### src/hw/cmbd_pkg.sv
// Purpose: shared types and constants of the move/bit/branch decoder
// Assumes: one system clock, opcodes delivered one byte at a time
// Notes: cycle counts are enabled system clock cycles (ce high)
package cmbd_pkg;
  // ----------------------------------------------------------------
  // instruction lengths and execution times
  // ----------------------------------------------------------------
  localparam logic [1:0] LEN1 = 2'h1;
  localparam logic [1:0] LEN2 = 2'h2;
  localparam logic [1:0] LEN3 = 2'h3;
  localparam logic [3:0] CYC2 = 4'h2;
  localparam logic [3:0] CYC4 = 4'h4;
  localparam logic [3:0] CYC_MIN = 4'h1;
  localparam logic [3:0] CYC_MAX = 4'h8;
  localparam logic [3:0] OP_HI_BIT_CLEAR = 4'h1;  // high nibble of bit-test-and-clear jump
  localparam logic [3:0] OP_HI_JB = 4'h2;   // high nibble of jump on bit set

  // ----------------------------------------------------------------
  // operation classes
  // ----------------------------------------------------------------
  typedef enum logic [4:0] {
    CLS_NONE = 5'h00, CLS_MOVE = 5'h01, CLS_MOV_A_IMM = 5'h02, CLS_MOV_R_IMM = 5'h03,
    CLS_MOV_R_DIR = 5'h04, CLS_MOV_DIR_DIR = 5'h05, CLS_MOV_DIR_IND = 5'h06,
    CLS_MOV_IND_DIR = 5'h07, CLS_MOV_DATA_POINTER = 5'h08, CLS_CODE_READ = 5'h09,
    CLS_XDATA_RD = 5'h0a, CLS_XDATA_WR = 5'h0b, CLS_PUSH = 5'h0c, CLS_POP = 5'h0d,
    CLS_XCH = 5'h0e, CLS_NIBBLE_XCH = 5'h0f, CLS_BIT_LOGIC = 5'h10, CLS_MOV_C_BIT = 5'h11,
    CLS_MOV_BIT_C = 5'h12, CLS_BIT_SIMPLE = 5'h13, CLS_ABS_CALL = 5'h14,
    CLS_ABS_JUMP = 5'h15, CLS_LONG_CALL = 5'h16, CLS_SHORT_JUMP = 5'h17,
    CLS_JUMP_BIT = 5'h18, CLS_INDEXED_JUMP = 5'h19, CLS_COMPARE_JUMP = 5'h1a, CLS_DECREMENT_JUMP = 5'h1b,
    CLS_BRANCH = 5'h1c, CLS_NOP = 5'h1d
  } cmbd_cls_e;

  typedef struct packed {
    cmbd_cls_e cls;
    logic [1:0] len;
    logic [3:0] cyc;
  } cmbd_dec_s;

  // sequencer states
  typedef enum logic [1:0] {
    ST_IDLE = 2'b00,
    ST_OPER = 2'b01,
    ST_EXEC = 2'b10
  } cmbd_state_e;
endpackage

### src/hw/cmbd_dec_if.sv
// Purpose: carries an opcode to the decoder and its decoded fields back
// Assumes: purely combinational path
// Notes: none
`timescale 1ns/1ps
`default_nettype none
interface cmbd_dec_if;
  import cmbd_pkg::*;
  logic [7:0] opcode;
  cmbd_dec_s dec;
  logic known;
  logic [2:0] reg_sel;
  logic ptr_sel;
  logic [2:0] page;
  modport dec_side (input opcode, output dec, known, reg_sel, ptr_sel, page);
  modport core_side (output opcode, input dec, known, reg_sel, ptr_sel, page);
endinterface
`default_nettype wire

### src/hw/cmbd_decode.sv
// Purpose: opcode table: class, length and execution time
// Assumes: opcode is stable while decoded
// Notes: opcodes outside the covered groups decode as CLS_NONE
`timescale 1ns/1ps
`default_nettype none
module cmbd_decode
  import cmbd_pkg::*;
(
  cmbd_dec_if.dec_side dif
);
  // ----------------------------------------------------------------
  // table lookup
  // ----------------------------------------------------------------
  function automatic cmbd_dec_s lookup(input logic [7:0] op);
    cmbd_dec_s d;
    d = '{CLS_NONE, LEN1, CYC2};
    casez (op)
      8'b1110_1???, 8'he5, 8'b1110_011?: d = '{CLS_MOVE, (op == 8'he5) ? LEN2 : LEN1, CYC2};
      8'h74: d = '{CLS_MOV_A_IMM, LEN2, CYC2};
      8'b0111_1???: d = '{CLS_MOV_R_IMM, LEN2, CYC2};
      8'b1111_1???, 8'b1111_011?: d = '{CLS_MOVE, LEN1, CYC2};
      8'b1010_1???: d = '{CLS_MOV_R_DIR, LEN2, CYC4};
      8'hf5, 8'b0111_011?: d = '{CLS_MOVE, LEN2, CYC2};
      8'b1000_1???: d = '{CLS_MOVE, LEN2, CYC4};
      8'h85: d = '{CLS_MOV_DIR_DIR, LEN3, CYC4};
      8'b1000_011?: d = '{CLS_MOV_DIR_IND, LEN2, CYC4};
      8'h75: d = '{CLS_MOVE, LEN3, CYC4};
      8'b1010_011?: d = '{CLS_MOV_IND_DIR, LEN2, CYC4};
      8'h90: d = '{CLS_MOV_DATA_POINTER, LEN3, CYC4};
      8'h93, 8'h83: d = '{CLS_CODE_READ, LEN1, CYC4};
      8'he0, 8'b1110_001?: d = '{CLS_XDATA_RD, LEN1, CYC4};
      8'hf0, 8'b1111_001?: d = '{CLS_XDATA_WR, LEN1, CYC4};
      8'hc0: d = '{CLS_PUSH, LEN2, CYC4};
      8'hd0: d = '{CLS_POP, LEN2, CYC4};
      8'b1100_1???, 8'b1100_011?: d = '{CLS_XCH, LEN1, CYC2};
      8'hc5: d = '{CLS_XCH, LEN2, CYC2};
      8'b1101_011?: d = '{CLS_NIBBLE_XCH, LEN1, CYC2};
      8'hc3, 8'hd3, 8'hb3: d = '{CLS_BIT_SIMPLE, LEN1, CYC2};
      8'hc2, 8'hd2, 8'hb2: d = '{CLS_BIT_SIMPLE, LEN2, CYC2};
      8'h82, 8'hb0, 8'h72, 8'ha0: d = '{CLS_BIT_LOGIC, LEN2, CYC4};
      8'ha2: d = '{CLS_MOV_C_BIT, LEN2, CYC2};
      8'h92: d = '{CLS_MOV_BIT_C, LEN2, CYC4};
      8'b???1_0001: d = '{CLS_ABS_CALL, LEN2, CYC4};
      8'b???0_0001: d = '{CLS_ABS_JUMP, LEN2, CYC4};
      8'h12: d = '{CLS_LONG_CALL, LEN3, CYC4};
      8'h02: d = '{CLS_BRANCH, LEN3, CYC4};
      8'h22, 8'h32: d = '{CLS_BRANCH, LEN1, CYC4};
      8'h80: d = '{CLS_SHORT_JUMP, LEN2, CYC4};
      8'h40, 8'h50, 8'h60, 8'h70: d = '{CLS_BRANCH, LEN2, CYC4};
      8'h10, 8'h20, 8'h30: d = '{CLS_JUMP_BIT, LEN3, CYC4};
      8'h73: d = '{CLS_INDEXED_JUMP, LEN1, CYC4};
      8'hb5, 8'hb4, 8'b1011_1???, 8'b1011_011?: d = '{CLS_COMPARE_JUMP, LEN3, CYC4};
      8'b1101_1???: d = '{CLS_DECREMENT_JUMP, LEN2, CYC4};
      8'hd5: d = '{CLS_DECREMENT_JUMP, LEN3, CYC4};
      8'h00: d = '{CLS_NOP, LEN1, CYC2};
      default: d = '{CLS_NONE, LEN1, CYC2};
    endcase
    return d;
  endfunction

  // ----------------------------------------------------------------
  // field extraction
  // ----------------------------------------------------------------
  assign dif.dec = lookup(dif.opcode);
  assign dif.known = (dif.dec.cls != CLS_NONE);
  assign dif.reg_sel = dif.opcode[2:0];
  assign dif.ptr_sel = dif.opcode[0];
  assign dif.page = dif.opcode[7:5];
endmodule
`default_nettype wire

### src/hw/cmbd_top.sv
// Purpose: fetch sequencing and timing for move, bit and branch instructions
// Assumes: code bytes arrive on a valid/ready handshake synchronous to clk_sys
// Notes: results are published with an instr_done pulse lasting one enabled cycle
//
// Overview of operation
// - each instruction lasts two or four clock cycles and spans one to three bytes
// - eight-code blocks select the working register from opcode bits two to zero
// - absolute jump and call take opcode bits seven to five as destination bits
// - immediate load to accumulator or working register is two bytes, two cycles
// - direct byte to working register is two bytes, four cycles
// - direct to direct copy is three bytes, four cycles
// - pointer memory to direct byte is two bytes, four cycles, bit zero picks pointer
// - direct byte to pointer memory is two bytes, four cycles
// - sixteen-bit immediate load of data pointer is three bytes, four cycles
// - code byte read relative to data pointer or program counter takes four cycles
// - external data moves are one byte, four cycles, eight or sixteen bit address
// - push and pop of a direct byte are two bytes, four cycles
// - exchange of accumulator with register, direct or pointer memory takes two cycles
// - low nibble exchange is one byte, two cycles
// - carry AND or OR with direct bit or its inverse is two bytes, four cycles
// - bit to carry takes two cycles, carry to bit four, both two bytes
// - long call carries a sixteen-bit target, three bytes, four cycles
// - short jump with signed offset is two bytes, four cycles
// - jumps on bit set, clear, or set-and-clear are three bytes, four cycles
// - indexed jump on accumulator plus data pointer is one byte, four cycles
// - compare and jump if unequal forms are three bytes, four cycles
// - decrement and jump if nonzero is two or three bytes, four cycles
`timescale 1ns/1ps
`default_nettype none
module cmbd_top
  import cmbd_pkg::*;
(
  // clock and reset
  input wire logic clk_sys,
  input wire logic rst,
  input wire logic ce,
  // program memory byte stream
  input wire logic code_valid,
  input wire logic [7:0] code_byte,
  output logic code_ready,
  // tested bit value from the bit-addressable space
  input wire logic bit_value,
  // decoded instruction
  output logic instr_done,
  output logic [7:0] instr_opcode,
  output cmbd_cls_e instr_class,
  output logic [1:0] instr_len,
  output logic [3:0] instr_cycles,
  output logic illegal_op,
  output logic [2:0] working_register,
  output logic pointer_register,
  output logic [7:0] operand1,
  output logic [7:0] operand2,
  output logic [10:0] abs_dest,
  output logic [15:0] long_dest,
  output logic bit_branch_taken,
  output logic bit_clear
);
  // ----------------------------------------------------------------
  // state
  // ----------------------------------------------------------------
  cmbd_state_e state_q, state_d;
  cmbd_dec_s dec_q, dec_d;
  logic [7:0] op_q, op_d;
  logic [7:0] opr1_q, opr1_d;
  logic [7:0] opr2_q, opr2_d;
  logic [1:0] need_q, need_d;
  logic [3:0] cnt_q, cnt_d;
  logic [2:0] rsel_q, rsel_d;
  logic psel_q, psel_d;
  logic [2:0] page_q, page_d;
  logic illegal_q, illegal_d;
  logic ready_q, ready_d;
  logic done_q, done_d;
  logic taken_q, taken_d;
  logic clr_q, clr_d;

  cmbd_dec_if dif ();

  cmbd_decode u_decode (
    .dif(dif)
  );

  // ----------------------------------------------------------------
  // handshake and branch decisions
  // ----------------------------------------------------------------
  // only the opcode byte is decoded, so the decoder sees the raw input
  assign dif.opcode = code_byte;
  wire take = ce & ready_q & code_valid;
  wire first_byte = (state_q == ST_IDLE);
  wire last_exec = (state_q == ST_EXEC) && (cnt_q == CYC_MIN);
  wire is_bit_jump = (dec_q.cls == CLS_JUMP_BIT);
  wire is_clear_jump = is_bit_jump && (op_q[7:4] == OP_HI_BIT_CLEAR);
  wire want_set = is_clear_jump || (op_q[7:4] == OP_HI_JB);
  // bit-test jumps branch when the sampled bit matches the wanted level
  wire bit_taken = is_bit_jump && (bit_value == want_set);
  wire clear_now = is_clear_jump && bit_value;

  // ----------------------------------------------------------------
  // next-state logic
  // ----------------------------------------------------------------
  always_comb begin
    state_d = state_q;
    dec_d = dec_q;
    op_d = op_q;
    opr1_d = opr1_q;
    opr2_d = opr2_q;
    need_d = need_q;
    cnt_d = cnt_q;
    rsel_d = rsel_q;
    psel_d = psel_q;
    page_d = page_q;
    illegal_d = illegal_q;
    ready_d = ready_q;
    done_d = 1'b0;
    taken_d = 1'b0;
    clr_d = 1'b0;
    case (state_q)
      ST_IDLE: begin
        if (take) begin
          op_d = code_byte;
          dec_d = dif.dec;
          illegal_d = ~dif.known;
          rsel_d = dif.reg_sel;
          psel_d = dif.ptr_sel;
          page_d = dif.page;
          opr1_d = 8'h00;
          opr2_d = 8'h00;
          cnt_d = dif.dec.cyc;
          need_d = dif.dec.len - LEN1;
          if (dif.dec.len == LEN1) begin
            state_d = ST_EXEC;
            ready_d = 1'b0;
          end else begin
            state_d = ST_OPER;
          end
        end
      end
      ST_OPER: begin
        if (take) begin
          // operand bytes land in order: first, then second
          if (need_q == (dec_q.len - LEN1)) begin
            opr1_d = code_byte;
          end else begin
            opr2_d = code_byte;
          end
          need_d = need_q - 2'h1;
          if (need_q == 2'h1) begin
            state_d = ST_EXEC;
            ready_d = 1'b0;
          end
        end
      end
      ST_EXEC: begin
        // execution time counted only on enabled cycles
        if (ce) begin
          cnt_d = cnt_q - 4'h1;
          if (cnt_q == CYC_MIN) begin
            state_d = ST_IDLE;
            ready_d = 1'b1;
            done_d = 1'b1;
            taken_d = bit_taken;
            clr_d = clear_now;
          end
        end
      end
      default: begin
        state_d = ST_IDLE;
        ready_d = 1'b1;
      end
    endcase
  end

  // ----------------------------------------------------------------
  // registers
  // ----------------------------------------------------------------
  // ce low holds every flop, pulses included, so a frozen done stays visible
  always_ff @(posedge clk_sys or posedge rst) begin
    if (rst) begin
      state_q <= ST_IDLE;
      dec_q <= '{CLS_NONE, LEN1, CYC2};
      op_q <= 8'h00;
      opr1_q <= 8'h00;
      opr2_q <= 8'h00;
      need_q <= 2'h0;
      cnt_q <= 4'h0;
      rsel_q <= 3'h0;
      psel_q <= 1'b0;
      page_q <= 3'h0;
      illegal_q <= 1'b1;
      ready_q <= 1'b1;
      done_q <= 1'b0;
      taken_q <= 1'b0;
      clr_q <= 1'b0;
    end else if (ce) begin
      state_q <= state_d;
      dec_q <= dec_d;
      op_q <= op_d;
      opr1_q <= opr1_d;
      opr2_q <= opr2_d;
      need_q <= need_d;
      cnt_q <= cnt_d;
      rsel_q <= rsel_d;
      psel_q <= psel_d;
      page_q <= page_d;
      illegal_q <= illegal_d;
      ready_q <= ready_d;
      done_q <= done_d;
      taken_q <= taken_d;
      clr_q <= clr_d;
    end
  end

  // ----------------------------------------------------------------
  // outputs
  // ----------------------------------------------------------------
  assign code_ready = ready_q;
  assign instr_done = done_q;
  assign instr_opcode = op_q;
  assign instr_class = dec_q.cls;
  assign instr_len = dec_q.len;
  assign instr_cycles = dec_q.cyc;
  assign illegal_op = illegal_q;
  assign working_register = rsel_q;
  assign pointer_register = psel_q;
  assign operand1 = opr1_q;
  assign operand2 = opr2_q;
  assign abs_dest = {page_q, opr1_q};
  assign long_dest = {opr1_q, opr2_q};
  assign bit_branch_taken = taken_q;
  assign bit_clear = clr_q;

  // ----------------------------------------------------------------
  // checks
  // ----------------------------------------------------------------
  // helper: enabled cycles spent in execution for the current instruction
  logic [3:0] chk_exec_n;
  logic [1:0] chk_bytes_n;
  always_ff @(posedge clk_sys or posedge rst) begin
    if (rst) begin
      chk_exec_n <= 4'h0;
      chk_bytes_n <= 2'h0;
    end else if (ce) begin
      chk_exec_n <= (state_q == ST_EXEC) ? chk_exec_n + 4'h1 : 4'h0;
      chk_bytes_n <= take ? (first_byte ? 2'h1 : chk_bytes_n + 2'h1) : chk_bytes_n;
    end
  end

  chk_exec_time: assert property (@(posedge clk_sys) disable iff (rst)
    $rose(done_q) |-> chk_exec_n == dec_q.cyc)
    else $error("execution time differs from decoded cycle count");

  chk_cycle_range: assert property (@(posedge clk_sys) disable iff (rst)
    done_q |-> (dec_q.cyc >= CYC_MIN) && (dec_q.cyc <= CYC_MAX) && (dec_q.len != 2'h0))
    else $error("cycle count or length out of range");

  chk_byte_count: assert property (@(posedge clk_sys) disable iff (rst)
    $rose(done_q) |-> chk_bytes_n == dec_q.len)
    else $error("bytes taken differ from instruction length");

  chk_reg_select: assert property (@(posedge clk_sys) disable iff (rst)
    done_q |-> working_register == op_q[2:0])
    else $error("working register not from low opcode bits");

  chk_abs_page: assert property (@(posedge clk_sys) disable iff (rst)
    done_q && (dec_q.cls inside {CLS_ABS_CALL, CLS_ABS_JUMP}) |-> abs_dest[10:8] == op_q[7:5])
    else $error("absolute destination page wrong");

  chk_mov_rdir_time: assert property (@(posedge clk_sys) disable iff (rst)
    done_q && (op_q[7:3] == 5'h15) |-> dec_q.cyc == CYC4 && dec_q.len == LEN2)
    else $error("direct to register timing wrong");

  chk_xch_time: assert property (@(posedge clk_sys) disable iff (rst)
    done_q && (dec_q.cls == CLS_XCH) |-> dec_q.cyc == CYC2)
    else $error("exchange not two cycles");

  chk_clear_taken: assert property (@(posedge clk_sys) disable iff (rst)
    ce && last_exec && is_clear_jump |=> bit_clear == $past(bit_value) && bit_branch_taken == bit_clear)
    else $error("bit clear does not follow taken branch");

  chk_no_clear_other: assert property (@(posedge clk_sys) disable iff (rst)
    bit_clear |-> done_q && op_q[7:4] == OP_HI_BIT_CLEAR)
    else $error("bit cleared by a non clearing instruction");

  chk_ready_exec: assert property (@(posedge clk_sys) disable iff (rst)
    (state_q == ST_EXEC) |-> !code_ready)
    else $error("code bytes accepted during execution");

  // a done that lingers past one enabled cycle would make the core retire the same instruction twice
  chk_done_pulse: assert property (@(posedge clk_sys) disable iff (rst)
    done_q && ce |=> !done_q)
    else $error("done pulse longer than one enabled cycle");

  chk_taken_bit_only: assert property (@(posedge clk_sys) disable iff (rst)
    bit_branch_taken |-> done_q && dec_q.cls == CLS_JUMP_BIT)
    else $error("branch taken flagged for a non bit jump");

  cov_one_byte: cover property (@(posedge clk_sys) disable iff (rst)
    done_q && dec_q.len == LEN1);
  cov_three_byte: cover property (@(posedge clk_sys) disable iff (rst)
    done_q && dec_q.len == LEN3);
  cov_clear_taken: cover property (@(posedge clk_sys) disable iff (rst) bit_clear);
  cov_back_to_back: cover property (@(posedge clk_sys) disable iff (rst)
    done_q && take);
endmodule
`default_nettype wire

### config.mk
export PLATFORM = sky130hd
export DESIGN_NAME = cmbd_top
export DESIGN_NICKNAME = d
export VERILOG_FILES = /design/src/hw/cmbd_pkg.sv /design/src/hw/cmbd_dec_if.sv /design/src/hw/cmbd_decode.sv /design/src/hw/cmbd_top.sv
export SDC_FILE = /design/constraint.sdc
export NUM_CORES = 1
export LEC_CHECK = 0
export BUFFER_PORTS_ARGS = -buffer_cell sky130_fd_sc_hd__buf_2
export CAP_MARGIN = 25
export CORE_UTILIZATION = 56
export CTS_BUF_LIST = sky130_fd_sc_hd__clkbuf_8
export DETAILED_ROUTE_END_ITERATION = 8
export GPL_TIMING_DRIVEN = 0
export PLACE_DENSITY = 0.83
export SYNTH_ARGS = -nofsm -noshare
export SYNTH_HDL_FRONTEND = slang
export SYNTH_SLANG_ARGS = --single-unit
### constraint.sdc
create_clock -name clk_sys -period 3.11 [get_ports clk_sys]
set_input_delay 0.311 -clock clk_sys [delete_from_list [all_inputs] [get_ports clk_sys]]
set_output_delay 0.311 -clock clk_sys [all_outputs]
set_load 0.1 [all_outputs]
# Word level (Yosys, flattened, before mapping)
# Cells that the tools add are included.
[totals]
reg_bits = 55
inputBits = 13
elab_cells = 164
[op_classes]
add_sub_neg = 4
n_eq_ne = 78
n_mux = 32
bitwise = 3
reduce_logical = 30
[ops]
columns = ["op", "n"]
rows = [
  ["11-bit case mux with 38 select lines", 1],
  ["8-bit equality test, second input constant", 26],
  ["8-bit by 7-bit equality test with 1-bit output, second input constant", 8],
  ["7-bit equality test, second input constant", 9],
  ["5-bit equality test, second input constant", 9],
  ["8-bit 2-to-1 mux", 5],
  ["8-bit by 6-bit equality test with 1-bit output, second input constant", 4],
  ["8-bit case mux with 2 select lines", 2],
  ["8-bit by 5-bit equality test with 1-bit output, second input constant", 2],
  ["2-bit 2-to-1 mux", 8],
  ["5-bit AND reduction", 3],
  ["2-bit OR reduction", 7],
  ["3-bit OR reduction", 4],
  ["4-bit OR reduction", 3],
  ["1-bit 2-to-1 mux", 11],
  ["2-bit inequality test, second input constant", 5],
  ["4-bit by 1-bit equality test with 1-bit output, second input constant", 2],
  ["8-bit by 2-bit equality test with 1-bit output, second input constant", 1],
  ["8-bit logical NOT", 1],
  ["4-bit case mux with 2 select lines", 1],
  ["7-bit by 6-bit equality test with 1-bit output, second input constant", 1],
  ["2-bit by 1-bit equality test with 1-bit output, second input constant", 3],
  ["2-bit case mux with 3 select lines", 1],
  ["3-bit AND reduction", 2],
  ["other kinds (21)", 28],
]

# Depth between registers and ports, before layout
# Gate-level depths: netlist of the first run.
[logic_depth]
ltp_word = 7
depth_mapped = 14
mapped_depth_nobuf = 11

# Cells and area by module
# From an unflattened synthesis of the first run, not the netlist that was laid out.
[unflattened]
cells_unflattened = 453
area_unflattened_um2 = 3937.5
[by_module_without_submodules]
columns = ["mod", "n_inst", "cells_per_inst", "area_per_inst_um2", "seq_area_each_um2"]
rows = [
  ["cmbd_top", 1, 255, 2621.3, 1381.3],
  ["cmbd_decode", 1, 198, 1316.3, 0.0],
]

# Worst setup path after synthesis of the first run
# Ideal clock, no wire load.
[synth_timing]
kind = "register to register"
start = "register ready_q, in the netlist code_ready"
end = "register illegal_q, in the netlist illegal_op"
setup_ns = 0.064
arrival_ns = 2.370
required_time_ns = 3.046
setup_slack_ns = 0.676
path_stages_with_launch = 6
path_buffers = 0
synth_period_minus_slack_ns = 2.434
cell_sequence = "dfstp_2 nand4b_1 nor2_1 o31ai_1 a2111oi_0 a32o_1"
[synth_between]
elab_chain_len = 3
[synth_rtl]
columns = ["item", "line", "source"]
rows = [
  ["from (decl)", "cmbd_top.sv:73", "logic ready_q, ready_d;"],
  ["from (signal assigned)", "cmbd_top.sv:207", "ready_q <= ready_d;"],
  ["1-bit bitwise AND (2 in a row)", "cmbd_top.sv:89", "wire take = ce & ready_q & code_valid;"],
  ["3-bit AND reduction (no line)", "n/a", ""],
  ["to (signal assigned)", "cmbd_top.sv:206", "illegal_q <= illegal_d;"],
  ["to (decl)", "cmbd_top.sv:72", "logic illegal_q, illegal_d;"],
]
# No other way between the ends.
# A chain may end at the register's enable or synchronous reset.

==> run_results.csv, run 1 <==
group,metric,value,unit
run_status,status,"complete, no violations",
sta,finalCriticalPeriod,2.826,ns
sta,slew_violations,0,
placement,gp_congestion,1.041,
sta,skew,0.007688,ns
setup_path,crit_chain,"buf_2, buf_2, buf_2, inv_1, o32ai_1, o21ai_0, and4b_4, a21oi_1, inv_1, ha_1, nor2_1, nor2_1, nor2_1, a21oi_1",
yosys,synth_ff_type,"dfrtp_1",
pwr,finalPower,0.001163,W
setup_path,rr_worst_depth,6,
global_routing,grt.overflow.total,0,
yosys,ys_types,63,
global_routing,grtUsageTotal,34.99,%
pwr,ir_drop,0.0001893,V
final_layout,most-common-layout-cells,"buf_2, nand2_1, dfrtp_1",
route,firstDrtPassIters,5,
final_layout,antenna_cells,0,
final_layout,synthToLayoutAreaGrowth,17.95,%
yosys,synthArstFlopShare,100.0,%
sta,worstMarginPinSlew,0.6658,ns
floorplanning,dieWidth,79.38,um
final_layout,layout-drive-gt1-share,29.86,%
sta,max_freq,0.3539,GHz
yosys,yosysSeqAreaShare,34.48,%
pwr,leakagePower,1.917,nW
final_layout,nFillCells,454,
sta,setup_ws,0.2843,ns
global_routing,first_global_vias,3426,
route,drtIter0Drc,287,
cts,post_cts_buffers,0,
cts,clkLatencyLatePin,0.30,ns
yosys,synth-seq-cells,46,
global_routing,grt_max_degree,32,
setup_path,max_stage_delay,0.32,ns
yosys,netlist_area,0.003353,mm2
route,num_vias,3496,
placement,place_worst_setup_slack,0.06710,ns
hold_path,whs_path_depth,3,
route,drc,0,
floorplanning,rows,27,
cts,clockBufferDepth,2,
sta,slew-limit-headroom,54.99,%
global_routing,grt_antenna_before_repair,0,
setup_path,critPathLaunchType,"input pin",
setup_path,slowest_stage,"buf_2",
setup_path,path_class,"input pin to register",
hold_path,hp-class,"input pin to register",
run,maxCapViolations,0,
setup_path,worstPathArrival,3.00,ns
yosys,synth-edff-count,0,
final_layout,final_util,70.10,%
placement,detailed_place_hpwl,7859,um
route,routedWlPerCell,18.16,um
cts,cts.sinks,46,
yosys,ys_warn_count,0,
final_layout,final_common_cell,"buf_2",
yosys,synthCells,409,
cts,cts_root_buffer,"clkbuf_8",
route,vias_per_cell,6.123,
sta,setup-tns-final,0,ns
floorplanning,die_y,79.38,um
final_layout,num-nets-final,515,
setup_path,endpoint_kind,"register",
global_routing,grt_pass1_wl,17100,um
sta,fin_crit_sh,90.86,%
cts,h-tree-depth,2,
sta,setup_viol,0,
cts,path_clk_slew,0.09,ns
setup_path,cp_max_fo,10,
floorplanning,pin_count,84,
route,routed_wl,10370,um
final_layout,multi_input_area,0.001747,mm2
cts,numCtsBuffers,5,
floorplanning,die_area,0.006301,mm2
placement,port_buffers,79,
floorplanning,core_area,0.005642,mm2
sta,rsz0062_at_grt,"false",
floorplanning,initial_core_util,59.44,%
final_layout,fin_cells,571,
cts,cts_tree,"yes",
pwr,p_per_area,293.9,mW/mm2
final_layout,regArea,0.001156,mm2
yosys,syn_area_per_cell,8.199,um2
route,ant_nets,0,
sta,hold_viol_final,0,
placement,placed_cells,562,
setup_path,worst_ep_required_time,3.28,ns
## cells in the mapped netlist (3+ instances only)
cell type  number  area share [%]
nand2_1        51             5.7
dfrtp_1        42              31
o21ai_0        35             5.2
buf_4          34             7.6
nor2_1         27             3.0
inv_1          21             2.4
clkbuf_1       16             1.8
nand3_1        16             2.4
buf_2          12             1.8
nor3_1         10             1.5
nand2b_1        9             1.7
nor4_1          9             1.7
a21oi_1         8             1.2
nor2b_1         8             1.5
o32ai_1         8             2.1
nor3b_1         7             1.6
o31ai_1         6             1.3
a211oi_1        5             1.1
a2111oi_0       4             1.0
dfstp_2         4             3.1
ha_1            4             1.5
nand4_1         4            0.75
and3_1          3            0.56
nand3b_1        3            0.67
nor4bb_1        3            0.90
o211ai_1        3            0.67
xnor2_1         3            0.78
## per-layer routing
metal  track usage (%)  vias to the layer above  share of wire [%]
li1                  -                     1605                  -
met5                 0                        -                  0
met4             14.36                        0                3.1
met1             44.03                     1672                 41
met3             6.743                       35                7.4
met2             58.62                      184                 49
## critical path, delay by kind of cell
| family | cells | cell delay, ns |
|---|---|---|
| buffers and inverters | 5 | 0.96 |
| AO/OA/AOI/OAI | 4 | 0.89 |
| AND/OR/NAND/NOR | 4 | 0.62 |
| adder cells (fa/ha/maj) | 1 | 0.20 |
## through the flow
stage / hold WS [ns] / instance area [um2]
final: 0.3266 / 3955
after global placement: 0.4556 / 3842
after detailed placement: 0.3079 / 3862
after CTS: 0.3323 / 3955
after global routing: 0.3320 / 3955
after floorplan: 0.4668 / 3357
## kinds of logic (layout without fill, tap and decap cells)
family	count (synthesis)	after routing	synth area share (%)
adders and majority gates	4	4	1.493
xor gates and xnor gates	5	5	1.306
other	1	2	0.1118
AOI/OAI and AO/OA	93	93	19.81
muxes	3	3	0.9701
DFF	46	46	34.48
buffers and inverters	83	172	13.54
and+or+nand+nor	174	174	28.28
## repair_timing
action                                  CTS  global route
gates resized for setup                   0             0
endpoints found under the setup margin    0             0
hold endpoints to repair                 15             0
hold buffers                              1             0
## final timing paths
| path | startpoint | end | slack, ns |
|---|---|---|---|
| worst max-delay path | code_byte[5] | state_q[1]$_DFFE_PP0P_ | 0.28 |
| min in group asynchronous | rst | operand2[1]$_DFFE_PP0P_ | 0.52 |
| worst min-delay path | bit_value | bit_clear$_DFFE_PP0P_ | 0.33 |
| worst min register to register | instr_cycles[2]$_DFFE_PP0P_ | instr_cycles[2]$_DFFE_PP0P_ | 0.49 |
| max in group asynchronous | rst | illegal_op$_DFFE_PP1P_ | 2.02 |
| worst max register to register | state_q[1]$_DFFE_PP0P_ | illegal_op$_DFFE_PP1P_ | 0.51 |
## registers in the layout (all words and copies together), names as in the netlist
signal	count
bit_branch_taken	1
bit_clear	1
cnt_q	4
code_ready	1
illegal_op	1
instr_class	5
instr_cycles	2
instr_done	1
instr_len	2
instr_opcode	8
need_q	2
operand1	8
operand2	8
state_q	2
## layout make-up
type / count / area share [%]
Buffer: 62 / 9.491
Sequential cell: 46 / 29.23
Clock inverter: 3 / 0.3480
Tap cell: 72 / 2.278
Clock buffer: 5 / 1.740
Timing Repair Buffer: 81 / 10.76
Inverter: 21 / 1.993
Multi-Input combinational cell: 281 / 44.16
## power breakdown
part	internal (W)	leakage [nW]	switching [W]
combinational	0.0000641	1.28	0.000142
sequential	0.000598	0.586	0.0000000000000000000407
clock	0.000153	0.0491	0.000205
No activity file was read; power rests on OpenSTA's default activity.
==> inputs of run 2 (changes only) <==
RECOVER_POWER = 100   (was unset)
==> run 2 against run 1 <==
The run now ends with max-capacitance violations, max-slew violations left; clock power up 1%; sequential power is essentially flat; cell count unchanged.
==> run_results.csv, run 2 (synthesis gave the netlist of run 1 again) <==
group,metric,value,unit
cts,cts_root_buffer,"clkbuf_8",
final_layout,most-common-layout-cells,"clkbuf_1, nand2_1, dfrtp_1",
sta,slew_violations,32,
sta,worstMarginPinSlew,1.672,ns
setup_path,r2r_start,"state_q[1]$_DFFE_PP0P_",
pwr,ir_drop,0.0001914,V
final_layout,final_util,67.91,%
setup_path,slowest_stage,"a2111oi_1",
cts,numCtsBuffers,5,
route,vias_per_cell,6.102,
final_layout,fin_cells,571,
setup_path,rr_worst_depth,6,
route,firstDrtPassIters,5,
global_routing,grt_pass1_wl,17100,um
setup_path,path_delay_family,"compound AO/OA/AOI/OAI gates",
cts,h-tree-depth,2,
setup_path,path_buf_inv,4,
pwr,p_per_area,302.8,mW/mm2
setup_path,worstPathArrival,3.07,ns
global_routing,grt_max_degree,32,
cts,clkLatencyLatePin,0.30,ns
run_status,violations,"max-capacitance violations, max-slew violations",
placement,placed_cells,562,
global_routing,grt_antenna_before_repair,0,
cts,cts.sinks,46,
setup_path,endpoint_kind,"register",
setup_path,rr_endpoint,"illegal_op$_DFFE_PP1P_",
setup_path,max_stage_delay,0.84,ns
setup_path,critPathLaunchType,"input pin",
floorplanning,pin_count,84,
final_layout,final_common_cell,"clkbuf_1",
hold_path,min_from,"bit_value",
floorplanning,rows,27,
sta,setup-tns-final,0,ns
floorplanning,die_y,79.38,um
cts,cts.repair.resized,0,
run_status,status,"finished, violations left",
final_layout,synthToLayoutAreaGrowth,14.25,%
cts,cts_tree,"yes",
global_routing,grt.overflow.total,0,
final_layout,nFillCells,511,
route,ant_nets,0,
final_layout,num-nets-final,515,
sta,finalCriticalPeriod,2.836,ns
floorplanning,initial_core_util,59.44,%
setup_path,path_class,"input pin to register",
hold_path,worstHoldEndpoint,"bit_clear$_DFFE_PP0P_",
placement,dpl_cell_area,0.003862,mm2
sta,hold_viol_final,0,
floorplanning,die_area,0.006301,mm2
sta,max_freq,0.3527,GHz
setup_path,rrSetupSlack,0.51,ns
sta,skew,0.007383,ns
cts,clockBufferDepth,2,
route,drtIter0Drc,304,
final_layout,layout-drive-gt1-share,15.23,%
cts,post_cts_buffers,0,
sta,setup_viol,0,
global_routing,first_global_vias,3426,
run,maxCapViolations,1,
placement,detailed_place_hpwl,7859,um
route,drc,0,
placement,gp_congestion,1.041,
sta,rsz0062_at_grt,"false",
cts,cts-hold-fix-buffers,1,
cts,path_clk_slew,0.09,ns
sta,fin_crit_sh,91.17,%
setup_path,path_common_cell,"buf_2",
final_layout,antenna_cells,0,
setup_path,crit_chain,"buf_2, buf_2, buf_2, inv_1, o32ai_1, o21ai_0, and4b_4, a2111oi_1, or2_0",
hold_path,hp-class,"input pin to register",
floorplanning,dieWidth,79.38,um
setup_path,cp_max_fo,10,
floorplanning,core_area,0.005642,mm2
route,routed_wl,10450,um
final_layout,finalInstanceArea,0.003831,mm2
global_routing,grtUsageTotal,34.99,%
setup_path,worst_ep_required_time,3.35,ns
route,num_vias,3484,
route,routedWlPerCell,18.30,um
sta,slew-limit-headroom,-11.48,%
hold_path,whs_path_depth,3,
placement,port_buffers,79,
pwr,leakagePower,1.677,nW
-- run 2: cell type report --
cell class | instances | area (um2) | area share (%)
timing repair buffer | 81 | 322.8 | 8.426
buffer | 62 | 371.6 | 9.700
inverter | 21 | 78.83 | 2.057
multi-input combinational | 281 | 1729 | 45.13
clock inverter | 3 | 13.76 | 0.3592
clock buffer | 5 | 68.82 | 1.796
sequential | 46 | 1156 | 30.18
tap | 72 | 90.09 | 2.351
-- run 2: tightest hold or removal path, stage by stage --
cell	delay [ns]
buf_2	0.11
nand3_1	0.07
o32ai_1	0.09
-- run 2: per-layer routing --
| metal | vias to the layer above | share of wire, % | global-route usage, % |
|---|---|---|---|
| met4 | 0 | 3.1 | 14.36 |
| li1 | 1603 | - | - |
| met2 | 193 | 48 | 58.62 |
| met1 | 1652 | 41 | 44.03 |
| met5 | - | 0 | 0 |
| met3 | 36 | 7.8 | 6.743 |
-- run 2: how the worst max path moves through the flow --
stage	slack, ns	depth (start not counted)	start	end
6_report	0.27	9	code_byte[5]	cnt_q[2]$_DFFE_PP0P_
5_1_grt	0.06	9	code_byte[7]	cnt_q[1]$_DFFE_PP0P_
4_1_cts	0.38	14	code_byte[5]	state_q[1]$_DFFE_PP0P_
3_5_place_dp	0.07	14	code_byte[5]	state_q[1]$_DFFE_PP0P_
3_3_place_gp	0.16	14	code_byte[5]	state_q[1]$_DFFE_PP0P_
2_1_floorplan	0.68	5	code_ready$_DFFE_PP1P_	illegal_op$_DFFE_PP1P_
-- run 2: report_power, final --
group | internal, W | switching, W
logic | 0.0000608 | 0.000139
clock network | 0.000153 | 0.000209
registers | 0.000598 | 0.0000000000000000000438
total | 0.000812 | 0.000348
-- run 2: metrics by stage --
stage	hold slack (ns)	power (W)	setup slack, ns
2_1_floorplan	0.4668	0.0007464	0.6758
3_3_place_gp	0.4556	0.0008045	0.1598
3_5_place_dp	0.3079	0.0008089	0.06710
4_1_cts	0.3323	0.001161	0.3781
5_1_grt	0.3320	0.001206	0.05847
6_report	0.3268	0.001160	0.2745
